$ cat src/rtl/level_alarm_pkg.sv
// Functional notes
// Below signed low threshold means low level; default 2
// Low alarm after low qualification time elapses
// Action 2: low fault once motor stopped
// Zero low qualification time disables low detection
// Above signed high threshold means high level; default 900
// High alarm after high qualification time elapses
// Action 2: high fault once motor stopped
// Zero high qualification time disables high detection
// Read-only 16-bit application status word
// Bit 3 reports dry pump detected
// Bit 4 reports broken belt detected
// Bit 5 reports filter maintenance alarm
// Bit 6 reports internal controller manual mode
// Bit 7 reports drive in sleep mode
// Bit 8 reports external controller manual mode
// Action 0 suppresses both level alarms
// Action 1 reports alarm only, motor keeps running
// Action 2 alarm while decelerating, fault after stop
// Qualification timer restarts when condition clears early
// Reserved status bits always read zero
package level_alarm_pkg;

   localparam int unsigned DATA_W = 16;
   localparam int unsigned ADDR_W = 4;

   // Register map, one 16-bit register per address
   localparam logic [3:0] ADDR_ACTION_CFG  = 4'h0;
   localparam logic [3:0] ADDR_LOW_THR     = 4'h1;
   localparam logic [3:0] ADDR_LOW_TIME    = 4'h2;
   localparam logic [3:0] ADDR_HIGH_THR    = 4'h3;
   localparam logic [3:0] ADDR_HIGH_TIME   = 4'h4;
   localparam logic [3:0] ADDR_APP_STATUS  = 4'h5;
   localparam logic [3:0] ADDR_EVENT_STAT  = 4'h6;
   localparam logic [3:0] ADDR_FAULT_CLR   = 4'h7;

   // Values after reset; times are in 10 ms units
   localparam logic [1:0]  RST_ACTION_CFG = 2'h0;
   localparam logic [15:0] RST_LOW_THR    = 16'h0002;
   localparam logic [15:0] RST_LOW_TIME   = 16'h01F4;
   localparam logic [15:0] RST_HIGH_THR   = 16'h0384;
   localparam logic [15:0] RST_HIGH_TIME  = 16'h01F4;
   localparam logic [15:0] MAX_QUAL_TIME  = 16'hFDE8;

   // Alarm action settings
   typedef enum logic [1:0] {
      ACT_DISABLE = 2'b00,
      ACT_ALARM   = 2'b01,
      ACT_FAULT   = 2'b10
   } alarm_action_e;

   // Application status word bit positions
   localparam int unsigned SB_DRY_PUMP    = 3;
   localparam int unsigned SB_BROKEN_BELT = 4;
   localparam int unsigned SB_FILTER      = 5;
   localparam int unsigned SB_INT_MANUAL  = 6;
   localparam int unsigned SB_SLEEP       = 7;
   localparam int unsigned SB_EXT_MANUAL  = 8;

   // Event status / fault clear bit positions
   localparam int unsigned EV_LOW_ALARM   = 0;
   localparam int unsigned EV_HIGH_ALARM  = 1;
   localparam int unsigned EV_LOW_FAULT   = 2;
   localparam int unsigned EV_HIGH_FAULT  = 3;
   localparam int unsigned EV_STOP_REQ    = 4;

   // Time base: qualification times count 10 ms ticks
   localparam int unsigned CLK_PERIOD_NS  = 50;
   localparam int unsigned TICK_TIME_NS   = 10000000;
   localparam int unsigned TICK_CYCLES    = TICK_TIME_NS / CLK_PERIOD_NS;

endpackage : level_alarm_pkg

$ cat src/rtl/app_status_pack.sv
module app_status_pack (
   // Clock and reset
   input  wire logic        ref_clk,
   input  wire logic        resetn,
   // Condition flags from neighbouring functions
   input  wire logic        dry_pump_det,
   input  wire logic        broken_belt_det,
   input  wire logic        filter_maint_det,
   input  wire logic        int_ctrl_manual,
   input  wire logic        sleep_mode,
   input  wire logic        ext_ctrl_manual,
   // Packed word
   output logic [15:0]      status_word
);

   logic [15:0] word_r;
   logic [15:0] word_nxt;

   always_comb begin
      word_nxt = 16'h0000;
      word_nxt[level_alarm_pkg::SB_DRY_PUMP]    = dry_pump_det;
      word_nxt[level_alarm_pkg::SB_BROKEN_BELT] = broken_belt_det;
      word_nxt[level_alarm_pkg::SB_FILTER]      = filter_maint_det;
      word_nxt[level_alarm_pkg::SB_INT_MANUAL]  = int_ctrl_manual;
      word_nxt[level_alarm_pkg::SB_SLEEP]       = sleep_mode;
      word_nxt[level_alarm_pkg::SB_EXT_MANUAL]  = ext_ctrl_manual;
   end

   always_ff @(posedge ref_clk or negedge resetn) begin
      if (!resetn) begin
         word_r <= 16'h0000;
      end else begin
         word_r <= word_nxt;
      end
   end

   assign status_word = word_r;

endmodule : app_status_pack

$ cat src/rtl/level_qual_timer.sv
module level_qual_timer #(
   parameter int unsigned CNT_W = 16
) (
   // Clock and reset
   input  wire logic             ref_clk,
   input  wire logic             resetn,
   // Qualification control
   input  wire logic             cond,
   input  wire logic             enable,
   input  wire logic             tick,
   input  wire logic [CNT_W-1:0] qual_time,
   // Result
   output logic                  qualified
);

   logic [CNT_W-1:0] cnt_r;
   logic             qual_r;
   logic             armed;

   generate
      if (CNT_W < 2) begin : g_bad_width
         $error("level_qual_timer: CNT_W must be at least 2");
      end
   endgenerate

   assign armed     = enable && cond && (qual_time != '0);
   assign qualified = qual_r;

   always_ff @(posedge ref_clk or negedge resetn) begin
      if (!resetn) begin
         cnt_r <= '0;
      end else if (!armed) begin
         cnt_r <= '0;
      end else if (tick && (cnt_r < qual_time)) begin
         cnt_r <= cnt_r + 1'b1;
      end
   end

   always_ff @(posedge ref_clk or negedge resetn) begin
      if (!resetn) begin
         qual_r <= 1'b0;
      end else begin
         // Compare with >= so lowering the time mid-count still fires
         qual_r <= armed && (cnt_r >= qual_time);  // see
      end
   end

endmodule : level_qual_timer

$ cat src/rtl/process_level_alarm_monitor.sv
// Chosen here: the register offsets and the address-and-strobe port.
module process_level_alarm_monitor #(
   // Clock cycles per 10 ms qualification tick
   parameter int unsigned TICK_CYCLES = level_alarm_pkg::TICK_CYCLES
) (
   // Clock and reset
   input  wire logic        ref_clk,
   input  wire logic        resetn,
   // Register port
   input  wire logic [3:0]  reg_addr,
   input  wire logic [15:0] reg_wdata,
   input  wire logic        reg_wr,
   input  wire logic        reg_rd,
   output logic [15:0]      reg_rdata,
   // Process variable and motor state
   input  wire logic [15:0] process_var,
   input  wire logic        motor_stopped,
   // Condition flags from neighbouring functions
   input  wire logic        dry_pump_det,
   input  wire logic        broken_belt_det,
   input  wire logic        filter_maint_det,
   input  wire logic        int_ctrl_manual,
   input  wire logic        sleep_mode,
   input  wire logic        ext_ctrl_manual,
   // Events towards the drive
   output logic             low_level_alarm_event,
   output logic             high_level_alarm_event,
   output logic             low_level_fault_event,
   output logic             high_level_fault_event,
   output logic             motor_stop_req,
   // Application status word
   output logic [15:0]      app_function_status_word
);

   localparam int unsigned TICK_W = $clog2(TICK_CYCLES + 1);

   generate
      if (TICK_CYCLES < 1) begin : g_bad_tick
         $error("process_level_alarm_monitor: TICK_CYCLES must be >= 1");
      end
   endgenerate

   // Configuration registers
   logic [1:0]        level_alarm_action_cfg_r;
   logic signed [15:0] low_level_threshold_r;
   logic [15:0]       low_level_qual_time_r;
   logic signed [15:0] high_level_threshold_r;
   logic [15:0]       high_level_qual_time_r;

   // Time base
   logic [TICK_W-1:0] tick_cnt_r;
   logic              tick_r;

   // Level detection
   logic              low_cond_r;
   logic              high_cond_r;
   logic              alarm_en;
   logic              low_qual;
   logic              high_qual;

   // Event state
   logic              low_alarm_r;
   logic              high_alarm_r;
   logic              low_fault_r;
   logic              high_fault_r;
   logic              stop_req_r;
   logic              low_fault_nxt;
   logic              high_fault_nxt;

   // Bus read path
   logic [15:0]       status_word;
   logic [15:0]       event_word;
   logic [15:0]       rdata_r;
   logic [15:0]       rdata_nxt;
   logic              wr_cfg;
   logic              wr_fault_clr;
   logic              fault_mode;

   assign wr_cfg       = reg_wr;
   assign wr_fault_clr = reg_wr &&
                         (reg_addr == level_alarm_pkg::ADDR_FAULT_CLR);
   assign fault_mode   = (level_alarm_action_cfg_r ==
                          level_alarm_pkg::ACT_FAULT);

   // Configuration writes
   always_ff @(posedge ref_clk or negedge resetn) begin
      if (!resetn) begin
         level_alarm_action_cfg_r <= level_alarm_pkg::RST_ACTION_CFG;
      end else if (wr_cfg &&
                   (reg_addr == level_alarm_pkg::ADDR_ACTION_CFG)) begin
         level_alarm_action_cfg_r <= reg_wdata[1:0];
      end
   end

   always_ff @(posedge ref_clk or negedge resetn) begin
      if (!resetn) begin
         low_level_threshold_r <= level_alarm_pkg::RST_LOW_THR;
      end else if (wr_cfg &&
                   (reg_addr == level_alarm_pkg::ADDR_LOW_THR)) begin
         low_level_threshold_r <= reg_wdata;
      end
   end

   // Times above 650.00 s saturate to the top of the range
   always_ff @(posedge ref_clk or negedge resetn) begin
      if (!resetn) begin
         low_level_qual_time_r <= level_alarm_pkg::RST_LOW_TIME;
      end else if (wr_cfg &&
                   (reg_addr == level_alarm_pkg::ADDR_LOW_TIME)) begin
         if (reg_wdata > level_alarm_pkg::MAX_QUAL_TIME) begin
            low_level_qual_time_r <= level_alarm_pkg::MAX_QUAL_TIME;
         end else begin
            low_level_qual_time_r <= reg_wdata;
         end
      end
   end

   always_ff @(posedge ref_clk or negedge resetn) begin
      if (!resetn) begin
         high_level_threshold_r <= level_alarm_pkg::RST_HIGH_THR;
      end else if (wr_cfg &&
                   (reg_addr == level_alarm_pkg::ADDR_HIGH_THR)) begin
         high_level_threshold_r <= reg_wdata;
      end
   end

   always_ff @(posedge ref_clk or negedge resetn) begin
      if (!resetn) begin
         high_level_qual_time_r <= level_alarm_pkg::RST_HIGH_TIME;
      end else if (wr_cfg &&
                   (reg_addr == level_alarm_pkg::ADDR_HIGH_TIME)) begin
         if (reg_wdata > level_alarm_pkg::MAX_QUAL_TIME) begin
            high_level_qual_time_r <= level_alarm_pkg::MAX_QUAL_TIME;
         end else begin
            high_level_qual_time_r <= reg_wdata;
         end
      end
   end

   // 10 ms tick prescaler
   always_ff @(posedge ref_clk or negedge resetn) begin
      if (!resetn) begin
         tick_cnt_r <= '0;
         tick_r     <= 1'b0;
      end else if (tick_cnt_r == TICK_W'(TICK_CYCLES - 1)) begin
         tick_cnt_r <= '0;
         tick_r     <= 1'b1;
      end else begin
         tick_cnt_r <= tick_cnt_r + 1'b1;
         tick_r     <= 1'b0;
      end
   end

   // Signed level comparisons, registered to cut the compare path
   always_ff @(posedge ref_clk or negedge resetn) begin
      if (!resetn) begin
         low_cond_r  <= 1'b0;
         high_cond_r <= 1'b0;
      end else begin
         low_cond_r  <= $signed(process_var) < low_level_threshold_r;
         high_cond_r <= $signed(process_var) > high_level_threshold_r;
      end
   end

   // Action 0 and the unused code 3 keep both timers idle
   assign alarm_en = (level_alarm_action_cfg_r == level_alarm_pkg::ACT_ALARM)
                  || fault_mode;

   // A zero time holds the timer idle inside the timer itself
   level_qual_timer #(
      .CNT_W (16)
   ) u_low_timer (
      .ref_clk   (ref_clk),
      .resetn    (resetn),
      .cond      (low_cond_r),
      .enable    (alarm_en),
      .tick      (tick_r),
      .qual_time (low_level_qual_time_r),
      .qualified (low_qual)
   );

   level_qual_timer #(
      .CNT_W (16)
   ) u_high_timer (
      .ref_clk   (ref_clk),
      .resetn    (resetn),
      .cond      (high_cond_r),
      .enable    (alarm_en),
      .tick      (tick_r),
      .qual_time (high_level_qual_time_r),
      .qualified (high_qual)
   );

   // Alarms follow the qualified condition in actions 1 and 2
   always_ff @(posedge ref_clk or negedge resetn) begin
      if (!resetn) begin
         low_alarm_r  <= 1'b0;
         high_alarm_r <= 1'b0;
      end else begin
         low_alarm_r  <= low_qual;                               // see
         high_alarm_r <= high_qual;                              // see
      end
   end

   // Faults latch once the motor has stopped; a new set beats a clear
   always_comb begin
      low_fault_nxt  = low_fault_r;
      high_fault_nxt = high_fault_r;
      if (wr_fault_clr && reg_wdata[level_alarm_pkg::EV_LOW_FAULT]) begin
         low_fault_nxt = 1'b0;
      end
      if (wr_fault_clr && reg_wdata[level_alarm_pkg::EV_HIGH_FAULT]) begin
         high_fault_nxt = 1'b0;
      end
      if (fault_mode && low_alarm_r && motor_stopped) begin
         low_fault_nxt = 1'b1;
      end
      if (fault_mode && high_alarm_r && motor_stopped) begin
         high_fault_nxt = 1'b1;
      end
   end

   always_ff @(posedge ref_clk or negedge resetn) begin
      if (!resetn) begin
         low_fault_r  <= 1'b0;
         high_fault_r <= 1'b0;
      end else begin
         low_fault_r  <= low_fault_nxt;
         high_fault_r <= high_fault_nxt;
      end
   end

   // In action 2 the drive ramps down while the alarm stands, and
   // stays stopped as long as a fault is latched
   always_ff @(posedge ref_clk or negedge resetn) begin
      if (!resetn) begin
         stop_req_r <= 1'b0;
      end else begin
         stop_req_r <= (fault_mode && (low_alarm_r || high_alarm_r))
                    || low_fault_r || high_fault_r;
      end
   end

   // Status word assembly
   app_status_pack u_status (
      .ref_clk          (ref_clk),
      .resetn           (resetn),
      .dry_pump_det     (dry_pump_det),
      .broken_belt_det  (broken_belt_det),
      .filter_maint_det (filter_maint_det),
      .int_ctrl_manual  (int_ctrl_manual),
      .sleep_mode       (sleep_mode),
      .ext_ctrl_manual  (ext_ctrl_manual),
      .status_word      (status_word)
   );

   always_comb begin
      event_word = 16'h0000;
      event_word[level_alarm_pkg::EV_LOW_ALARM]  = low_alarm_r;
      event_word[level_alarm_pkg::EV_HIGH_ALARM] = high_alarm_r;
      event_word[level_alarm_pkg::EV_LOW_FAULT]  = low_fault_r;
      event_word[level_alarm_pkg::EV_HIGH_FAULT] = high_fault_r;
      event_word[level_alarm_pkg::EV_STOP_REQ]   = stop_req_r;
   end

   // Read mux; unmapped addresses and the write-only clear read zero
   always_comb begin
      case (reg_addr)
         level_alarm_pkg::ADDR_ACTION_CFG:
            rdata_nxt = {14'h0000, level_alarm_action_cfg_r};
         level_alarm_pkg::ADDR_LOW_THR:
            rdata_nxt = low_level_threshold_r;
         level_alarm_pkg::ADDR_LOW_TIME:
            rdata_nxt = low_level_qual_time_r;
         level_alarm_pkg::ADDR_HIGH_THR:
            rdata_nxt = high_level_threshold_r;
         level_alarm_pkg::ADDR_HIGH_TIME:
            rdata_nxt = high_level_qual_time_r;
         level_alarm_pkg::ADDR_APP_STATUS:
            rdata_nxt = status_word;
         level_alarm_pkg::ADDR_EVENT_STAT:
            rdata_nxt = event_word;
         default:
            rdata_nxt = 16'h0000;
      endcase
   end

   // Read data stands only in the cycle after the strobe
   always_ff @(posedge ref_clk or negedge resetn) begin
      if (!resetn) begin
         rdata_r <= 16'h0000;
      end else if (reg_rd) begin
         rdata_r <= rdata_nxt;
      end else begin
         rdata_r <= 16'h0000;
      end
   end

   assign reg_rdata                = rdata_r;
   assign low_level_alarm_event    = low_alarm_r;
   assign high_level_alarm_event   = high_alarm_r;
   assign low_level_fault_event    = low_fault_r;
   assign high_level_fault_event   = high_fault_r;
   assign motor_stop_req           = stop_req_r;
   assign app_function_status_word = status_word;

endmodule : process_level_alarm_monitor

$ cat config.mk
export PLATFORM = sky130hd
export DESIGN_NAME = process_level_alarm_monitor
export DESIGN_NICKNAME = d
export VERILOG_FILES = /design/src/rtl/level_alarm_pkg.sv /design/src/rtl/app_status_pack.sv /design/src/rtl/level_qual_timer.sv /design/src/rtl/process_level_alarm_monitor.sv
export SDC_FILE = /design/constraint.sdc
export NUM_CORES = 1
export LEC_CHECK = 0
export BUFFER_PORTS_ARGS = -buffer_cell sky130_fd_sc_hd__clkbuf_2
export CAP_MARGIN = 20
export CORE_AREA = 2 2 129 106
export CTS_BUF_LIST = sky130_fd_sc_hd__clkbuf_4 sky130_fd_sc_hd__clkbuf_8
export DETAILED_ROUTE_END_ITERATION = 8
export DIE_AREA = 0 0 131 108
export PLACE_DENSITY = 0.85
export SLEW_MARGIN = 25
export SYNTH_ARGS = -nofsm -noshare
export SYNTH_HDL_FRONTEND = slang
export SYNTH_SLANG_ARGS = --single-unit
export TNS_END_PERCENT = 10
$ cat constraint.sdc
create_clock -name ref_clk -period 7.22 [get_ports ref_clk]
set_input_delay 0.722 -clock ref_clk [delete_from_list [all_inputs] [get_ports ref_clk]]
set_output_delay 0.722 -clock ref_clk [all_outputs]
set_load 0.01 [all_outputs]
==> results of run 1 <==
power by group through the flow:
| stage | Sequential, mW | Combinational, mW | Clock, mW |
|---|---|---|---|
| 2_1_floorplan | 1.01 | 0.275 | 0 |
| 3_3_place_gp | 1.04 | 0.375 | 0 |
| 3_5_place_dp | 1.04 | 0.391 | 0 |
| 4_1_cts | 1.03 | 0.396 | 0.585 |
| 5_1_grt | 1.04 | 0.458 | 0.626 |
| 6_report | 1.03 | 0.402 | 0.583 |
per-stage QoR:
stage	power (mW)	std cells
2_1_floorplan	1.28	839
3_3_place_gp	1.42	1057
3_5_place_dp	1.44	1057
4_1_cts	2.01	1089
5_1_grt	2.13	1089
6_report	2.02	1089
path summary, 6_finish.rpt:
| kind | start | to | slack [ps] |
|---|---|---|---|
| setup reg to reg | high_level_qual_time_r[9] | u_high_timer.cnt_r[7] | 4230 |
| setup / recovery | high_level_qual_time_r[9] | u_high_timer.cnt_r[7] | 4230 |
| max in group asynchronous | resetn | tick_cnt_r[0] | 5830 |
| min in group ref_clk | u_low_timer.qualified | low_level_alarm_event | 360 |
| hold / removal | resetn | low_level_threshold_r[2] | 260 |
| hold reg to reg | u_low_timer.qualified | low_level_alarm_event | 360 |
kinds of logic after synthesis:
logic type | Yosys count | share of synthesized area, %
compound gates | 193 | 14.6
xor+xnor | 17 | 1.82
fa+ha+maj | 67 | 10.3
buf+inv | 106 | 5.43
flops | 148 | 45.5
mux | 45 | 6.29
other cells | 1 | 0.0459
simple gates | 253 | 16.0
sequential cells by signal (all words and copies together), names as in the netlist:
name                      cells
tick_r                        1
level_alarm_action_cfg_r      2
low_level_alarm_event         1
high_level_qual_time_r       16
u_status.status_word          6
u_low_timer.qualified         1
tick_cnt_r                   18
low_level_qual_time_r        16
low_cond_r                    1
u_low_timer.cnt_r            16
low_level_threshold_r        16
reg_rdata                    16
high_level_fault_event        1
u_high_timer.cnt_r           16
high_level_threshold_r       16
high_cond_r                   1
high_level_alarm_event        1
low_level_fault_event         1
u_high_timer.qualified        1
motor_stop_req                1
layer usage:
layer	wire length (um)	vias to the layer above	share of wire (%)
met4	478	0	2.3
met1	8770	3293	43
met2	9120	341	44
li1	-	3158	-
met3	2130	52	10
met5	0	-	0
final cells by class:
class | instances | area (sq um) | area share [%]
Clock buffer | 20 | 269 | 2.98
Clock inverter | 12 | 81.3 | 0.901
Inverter | 70 | 263 | 2.91
Multi-Input combinational cell | 585 | 4050 | 44.8
Sequential cell | 148 | 3720 | 41.3
Tap cell | 175 | 219 | 2.43
Timing Repair Buffer | 79 | 420 | 4.66
layout by cell type (no fill, tap or decap), types with 4 or more instances in the layout:
cell type	Yosys	final
a31oi_1	5	5
clkbuf_8	0	19
nor3_1	10	9
nor4_1	13	13
clkinv_2	0	5
xnor2_1	6	6
and4_1	5	5
xor2_1	11	11
ha_1	67	67
or3_1	11	11
buf_4	10	5
a21oi_1	62	62
inv_1	70	70
nand3_1	28	28
o31ai_1	15	15
o211ai_1	6	6
dfstp_2	17	17
conb_1	1	10
nor2_1	39	39
or4_1	18	18
clkbuf_2	0	72
clkinvlp_4	0	4
a22oi_1	25	25
nand3b_1	4	4
a21o_1	6	6
nand2b_1	5	5
o21ai_0	50	50
nand2_1	73	73
mux2_2	41	41
dfrtp_1	131	131
and3_1	13	13
nand4_1	22	22
==> results.tsv, run 1 <==
stage	metric	value	unit
worst_setup_path	rr_worst_depth	8	
worst_setup_path	critPathKind	reg2reg	
clock_tree	cts_resized	0	
place	gp_congestion	0.901	
worst_setup_path	path_delay_family	simple AND/OR/NAND/NOR gates	
sta	finalMaxSlewViolations	0	
synth	syn_inst	830	
sta	worst-slew-pin-transition	869	ps
synth	synth.area.top_cells	dfrtp_1, ha_1, mux2_2	
place	dp.final_hpwl	14.7	mm
synth	synth_cell_types	56	
floorplanning	die_area	14100	sq um
synth	async_flop_share	100	%
global_route	grt_pass1_wl	33.7	mm
sta	worst_slack	4230	ps
cells_and_area	drive_gt1_share	19.1	%
pwr	power_density	224	nW/um^2
floorplanning	fp.dieW	131	um
clock_tree	clockRootBuffer	clkbuf_8	
synth	synth_seq_cells	148	
job	max-cap-violations	0	
clock_tree	cts_tree	yes	
worst_setup_path	cp_data_required_time	7570	ps
sta	hold_ws	255	ps
clock_tree	cts_buffer_depth	2	
floorplanning	initial_core_util	64.2	%
synth	synth_edf_count	0	
worst_setup_path	path_cells	inv_1 -> ha_1 -> a21oi_1 -> nor3_1 -> nor4_1 -> nand4_1 -> or3_1 -> a21oi_1	
hold_path	min_path_type	in2async	
floorplanning	die_y	108	um
cells_and_area	nFillCells	944	
global_route	grt_pass1_vias	6604	
floorplanning	rows	37	
place	pre_cts_ws	4360	ps
detailed_routing	avgViaCountPerCell	6.28	
pwr	power.internal	1.36	mW
sta	min_period_over_period	41.4	%
worst_setup_path	critPathMaxFanout	16	
worst_setup_path	end_kind	register	
global_route	use_met3	8.36	%
clock_tree	htreeDepth	4	
sta	hold_violations	0	
synth	synth_most_common_cell	dfrtp_1	
cells_and_area	finish.instance_area	9020	sq um
clock_tree	post_cts_buffers	0	
sta	setup-tns-final	0	ps
global_route	busiest_layer	met2	
global_route	grt-ovfl-total	0	
pwr	p_comb_share	19.9	%
detailed_routing	drtIter0Drc	745	
synth	synth_ff_type	dfrtp_1	
detailed_routing	drt_wl_total	20.5	mm
worst_setup_path	critPathBufInv	1	
pwr	p_seq_share	51.2	%
pwr	leakage	4.16	nW
synth	syn_area_per_cell	9.85	sq um
clock_tree	cts_buffers	17	
floorplanning	core_area	12700	sq um
cells_and_area	final_util	70.9	%
sta	fin_crit	2990	ps
sta	setup_viol	0	
global_route	met1_usage	44.0	%
pwr	peakVddDrop	0.156	mV
cells_and_area	layout.nets	1015	
global_route	gr-usage-all-layers	31.2	%
clock_tree	clkTransAtPathRegs	90	ps
cells_and_area	diodes	0	
detailed_routing	ant_nets	0	
status	status	finished clean	
clock_tree	clock_latency	460	ps
worst_setup_path	cp_slowest_stage_delay	610	ps
sta	finalClockSkew	12.2	ps
worst_setup_path	cp_num_cells	8	
pwr	clock_power_share	28.9	%
synth	yosysWarnings	0	
worst_setup_path	path_common_cell	a21oi_1	
pwr	power_switching	0.658	mW
synth	synth_top_area_share	40.1	%
global_route	grtUsageMet2	46.6	%
detailed_routing	drt_pass1_iterations	6	
floorplanning	io_pins	84	
sta	fmax	0.335	GHz
worst_setup_path	critPathSlowestCell	nand4_1	
cells_and_area	area_delta_synth_final	10.4	%
global_route	grt_antenna_before_repair	0	
detailed_routing	drc	0	
worst_setup_path	crit_arrival	3340	ps
detailed_routing	wl_per_cell	18.8	um
synth	synthTopCellsByCount	dfrtp_1, nand2_1, inv_1, ha_1, a21oi_1	
worst_setup_path	start_kind	register	
sta	rsz0062_at_grt	no	
global_route	grt_max_degree	83	
detailed_routing	num_vias	6844	
clock_tree	hold_buffers	0	
synth	syn-cell-area	8180	sq um
place	io_buffers	73	
sta	relSlewSlack	41.8	%
synth	synth_top_area_cell	dfrtp_1	
synth	seq_area_frac_synth	45.5	%
pwr	p_sw_share	32.6	%
place	placed_cell_area	8670	sq um
clock_tree	cts.sinks	148	
(Power assumes the default switching activity.)
==> inputs of run 2 (changes only) <==
- CORE_AREA: 2 2 129 106 -> 2 2 139 114
- DIE_AREA: 0 0 131 108 -> 0 0 141 116
- PLACE_DENSITY: 0.85 -> 0.78
- clock period: 7.22 -> 2.6 ns (I/O delays scaled with it)
==> results.tsv, run 2 (synthesized netlist as in run 1, its figures left out) <==
stage	metric	value	unit	change
worst_setup_path	start_kind	register		
sta	worst-slew-pin-transition	910	ps	+40.4 ps
worst_setup_path	cp_slowest_stage_delay	510	ps	-100 ps
floorplanning	die_y	116	um	+7.4%
global_route	grt_antenna_before_repair	0		unchanged
floorplanning	io_pins	84		unchanged
floorplanning	core_area	14900	sq um	+17%
worst_setup_path	critPathSlowestCell	or4b_1		
global_route	grt_pass1_vias	6478		-1.9%
sta	setup_viol	0		unchanged
hold_path	min_path_type	in2reg		
place	placed_cell_area	8860	sq um	+2.1%
worst_setup_path	critPathMaxFanout	8		-8
detailed_routing	ant_nets	0		unchanged
floorplanning	rows	40		+8.1%
detailed_routing	num_vias	6822		-0.32%
sta	fmax	0.405	GHz	+21%
place	dp.final_hpwl	14.9	mm	+1.4%
floorplanning	die_area	16400	sq um	+16%
worst_setup_path	path_delay_family	simple AND/OR/NAND/NOR gates		
detailed_routing	drc	0		unchanged
cells_and_area	diodes	0		unchanged
clock_tree	cts_buffers	17		unchanged
clock_tree	clkTransAtPathRegs	70	ps	-20 ps
global_route	grt_pass1_wl	33.0	mm	-2.0%
clock_tree	clock_latency	460	ps	about the same
sta	relSlewSlack	39.2	%	-2.6 points
cells_and_area	area_delta_synth_final	14.4	%	
cells_and_area	finish.instance_area	9350	sq um	+3.6%
detailed_routing	drt_pass1_iterations	5		-1
sta	hold_violations	0		unchanged
detailed_routing	avgViaCountPerCell	6.04		-3.9%
pwr	power_density	636	nW/um^2	+180%
cells_and_area	layout.nets	1041		+2.6%
floorplanning	initial_core_util	55.0	%	-9.2 points
worst_setup_path	path_cells	or4b_1 -> or4_1 -> nor4_2 -> and3_2 -> nor2_1 -> mux2_2		
clock_tree	clockRootBuffer	clkbuf_8		
worst_setup_path	end_kind	register		
sta	setup-tns-final	0	ps	unchanged
detailed_routing	wl_per_cell	17.8	um	-5.4%
global_route	gr-usage-all-layers	25.8	%	-5.3 points
clock_tree	cts.sinks	148		unchanged
job	max-cap-violations	0		unchanged
floorplanning	fp.dieW	141	um	+7.6%
worst_setup_path	critPathBufInv	0		-1
detailed_routing	drtIter0Drc	568		-24%
clock_tree	cts_buffer_depth	2		unchanged
pwr	peakVddDrop	0.430	mV	+180%
place	gp_congestion	0.875		-2.8%
clock_tree	cts_tree	yes		
cells_and_area	layout_commonest_cell	dfrtp_1		
sta	finalMaxSlewViolations	0		unchanged
clock_tree	post_cts_buffers	0		unchanged
cells_and_area	nFillCells	1220		+29%
sta	min_period_over_period	95.1	%	+54 points
global_route	grt-ovfl-total	0		unchanged
place	io_buffers	73		unchanged
cells_and_area	drive_gt1_share	20.9	%	+1.7 points
sta	rsz0062_at_grt	yes		
sta	fin_crit	2470	ps	-516 ps
cells_and_area	top_register	tick_cnt_r		
worst_setup_path	cp_data_required_time	2940	ps	-4630 ps
worst_setup_path	crit_arrival	2810	ps	-530 ps
sta	hold_ws	81.8	ps	-173 ps
clock_tree	htreeDepth	4		unchanged
cells_and_area	largest_reg_flops	18		unchanged
detailed_routing	drt_wl_total	20.1	mm	-2.0%
cells_and_area	layout_common_cells	dfrtp_1, nand2_1, clkbuf_2		
pwr	leakage	4.34	nW	+4.2%
global_route	grt_max_degree	66		-20%
worst_setup_path	critPathKind	reg2reg		
pwr	p_total	5.94	mW	+190%
sta	finalClockSkew	14.4	ps	+2.27 ps
status	status	finished clean		
-- run 2: power breakdown --
group / leakage (nW) / internal, mW / total (mW) / switching (mW)
Combinational: 2.23 / 0.519 / 1.20 / 0.680
Clock: 0.217 / 1.07 / 1.91 / 0.841
Sequential: 1.89 / 2.60 / 2.83 / 0.234
-- run 2: area by class of cell --
type	count	area, sq um	share of cell area, %
timing repair buffer	105	654	7.00
inverter	70	263	2.81
clock buffer	27	315	3.37
clock inverter	5	103	1.10
multi-input combinational	585	4060	43.4
sequential	148	3720	39.8
tap	189	236	2.53
-- run 2: path summary, 6_finish.rpt --
| check | depth (start not counted) | slack (ps) | end | start |
|---|---|---|---|---|
| setup / recovery | 6 | 130 | tick_cnt_r[15] | tick_cnt_r[6] |
| hold / removal | 2 | 80 | low_level_fault_event | motor_stopped |
| setup reg to reg | 6 | 130 | tick_cnt_r[15] | tick_cnt_r[6] |
| hold reg to reg | 0 | 350 | low_level_alarm_event | u_low_timer.qualified |
| max in group asynchronous | 3 | 1390 | high_level_qual_time_r[5] | resetn |
| min in group asynchronous | 2 | 370 | low_level_threshold_r[0] | resetn |
-- run 2: metrics by stage --
step                      cells  setup WS [ps]  util [%]
after floorplan             839            246         -
after global placement     1090            181      59.6
after detailed placement   1090           56.7      59.6
after CTS                  1129           46.0      62.9
after global routing       1129          -37.9      62.9
final                      1129            128      62.9
-- run 2: routing by layer --
layer | vias up | GRT usage (%) | wire, um
met5 | - | 0 | 0
met4 | 0 | 7.33 | 295
met3 | 27 | 6.45 | 1690
met2 | 285 | 37.9 | 8610
met1 | 3289 | 38.4 | 9500
li1 | 3221 | - | -
-- run 2: what timing repair did --
item | 4_1_cts | 5_1_grt
hold buffers | 7 | 0
hold endpoints to repair | 57 | 0
resized for setup | 0 | 2
setup endpoints to repair | 0 | 21
-- run 2: worst reg2reg max path, stage by stage, from the launching register on --
cell	delay, ps
dfrtp_1	450
or4b_1	510
or4_1	490
nor4_2	260
and3_2	340
nor2_1	60
mux2_2	260
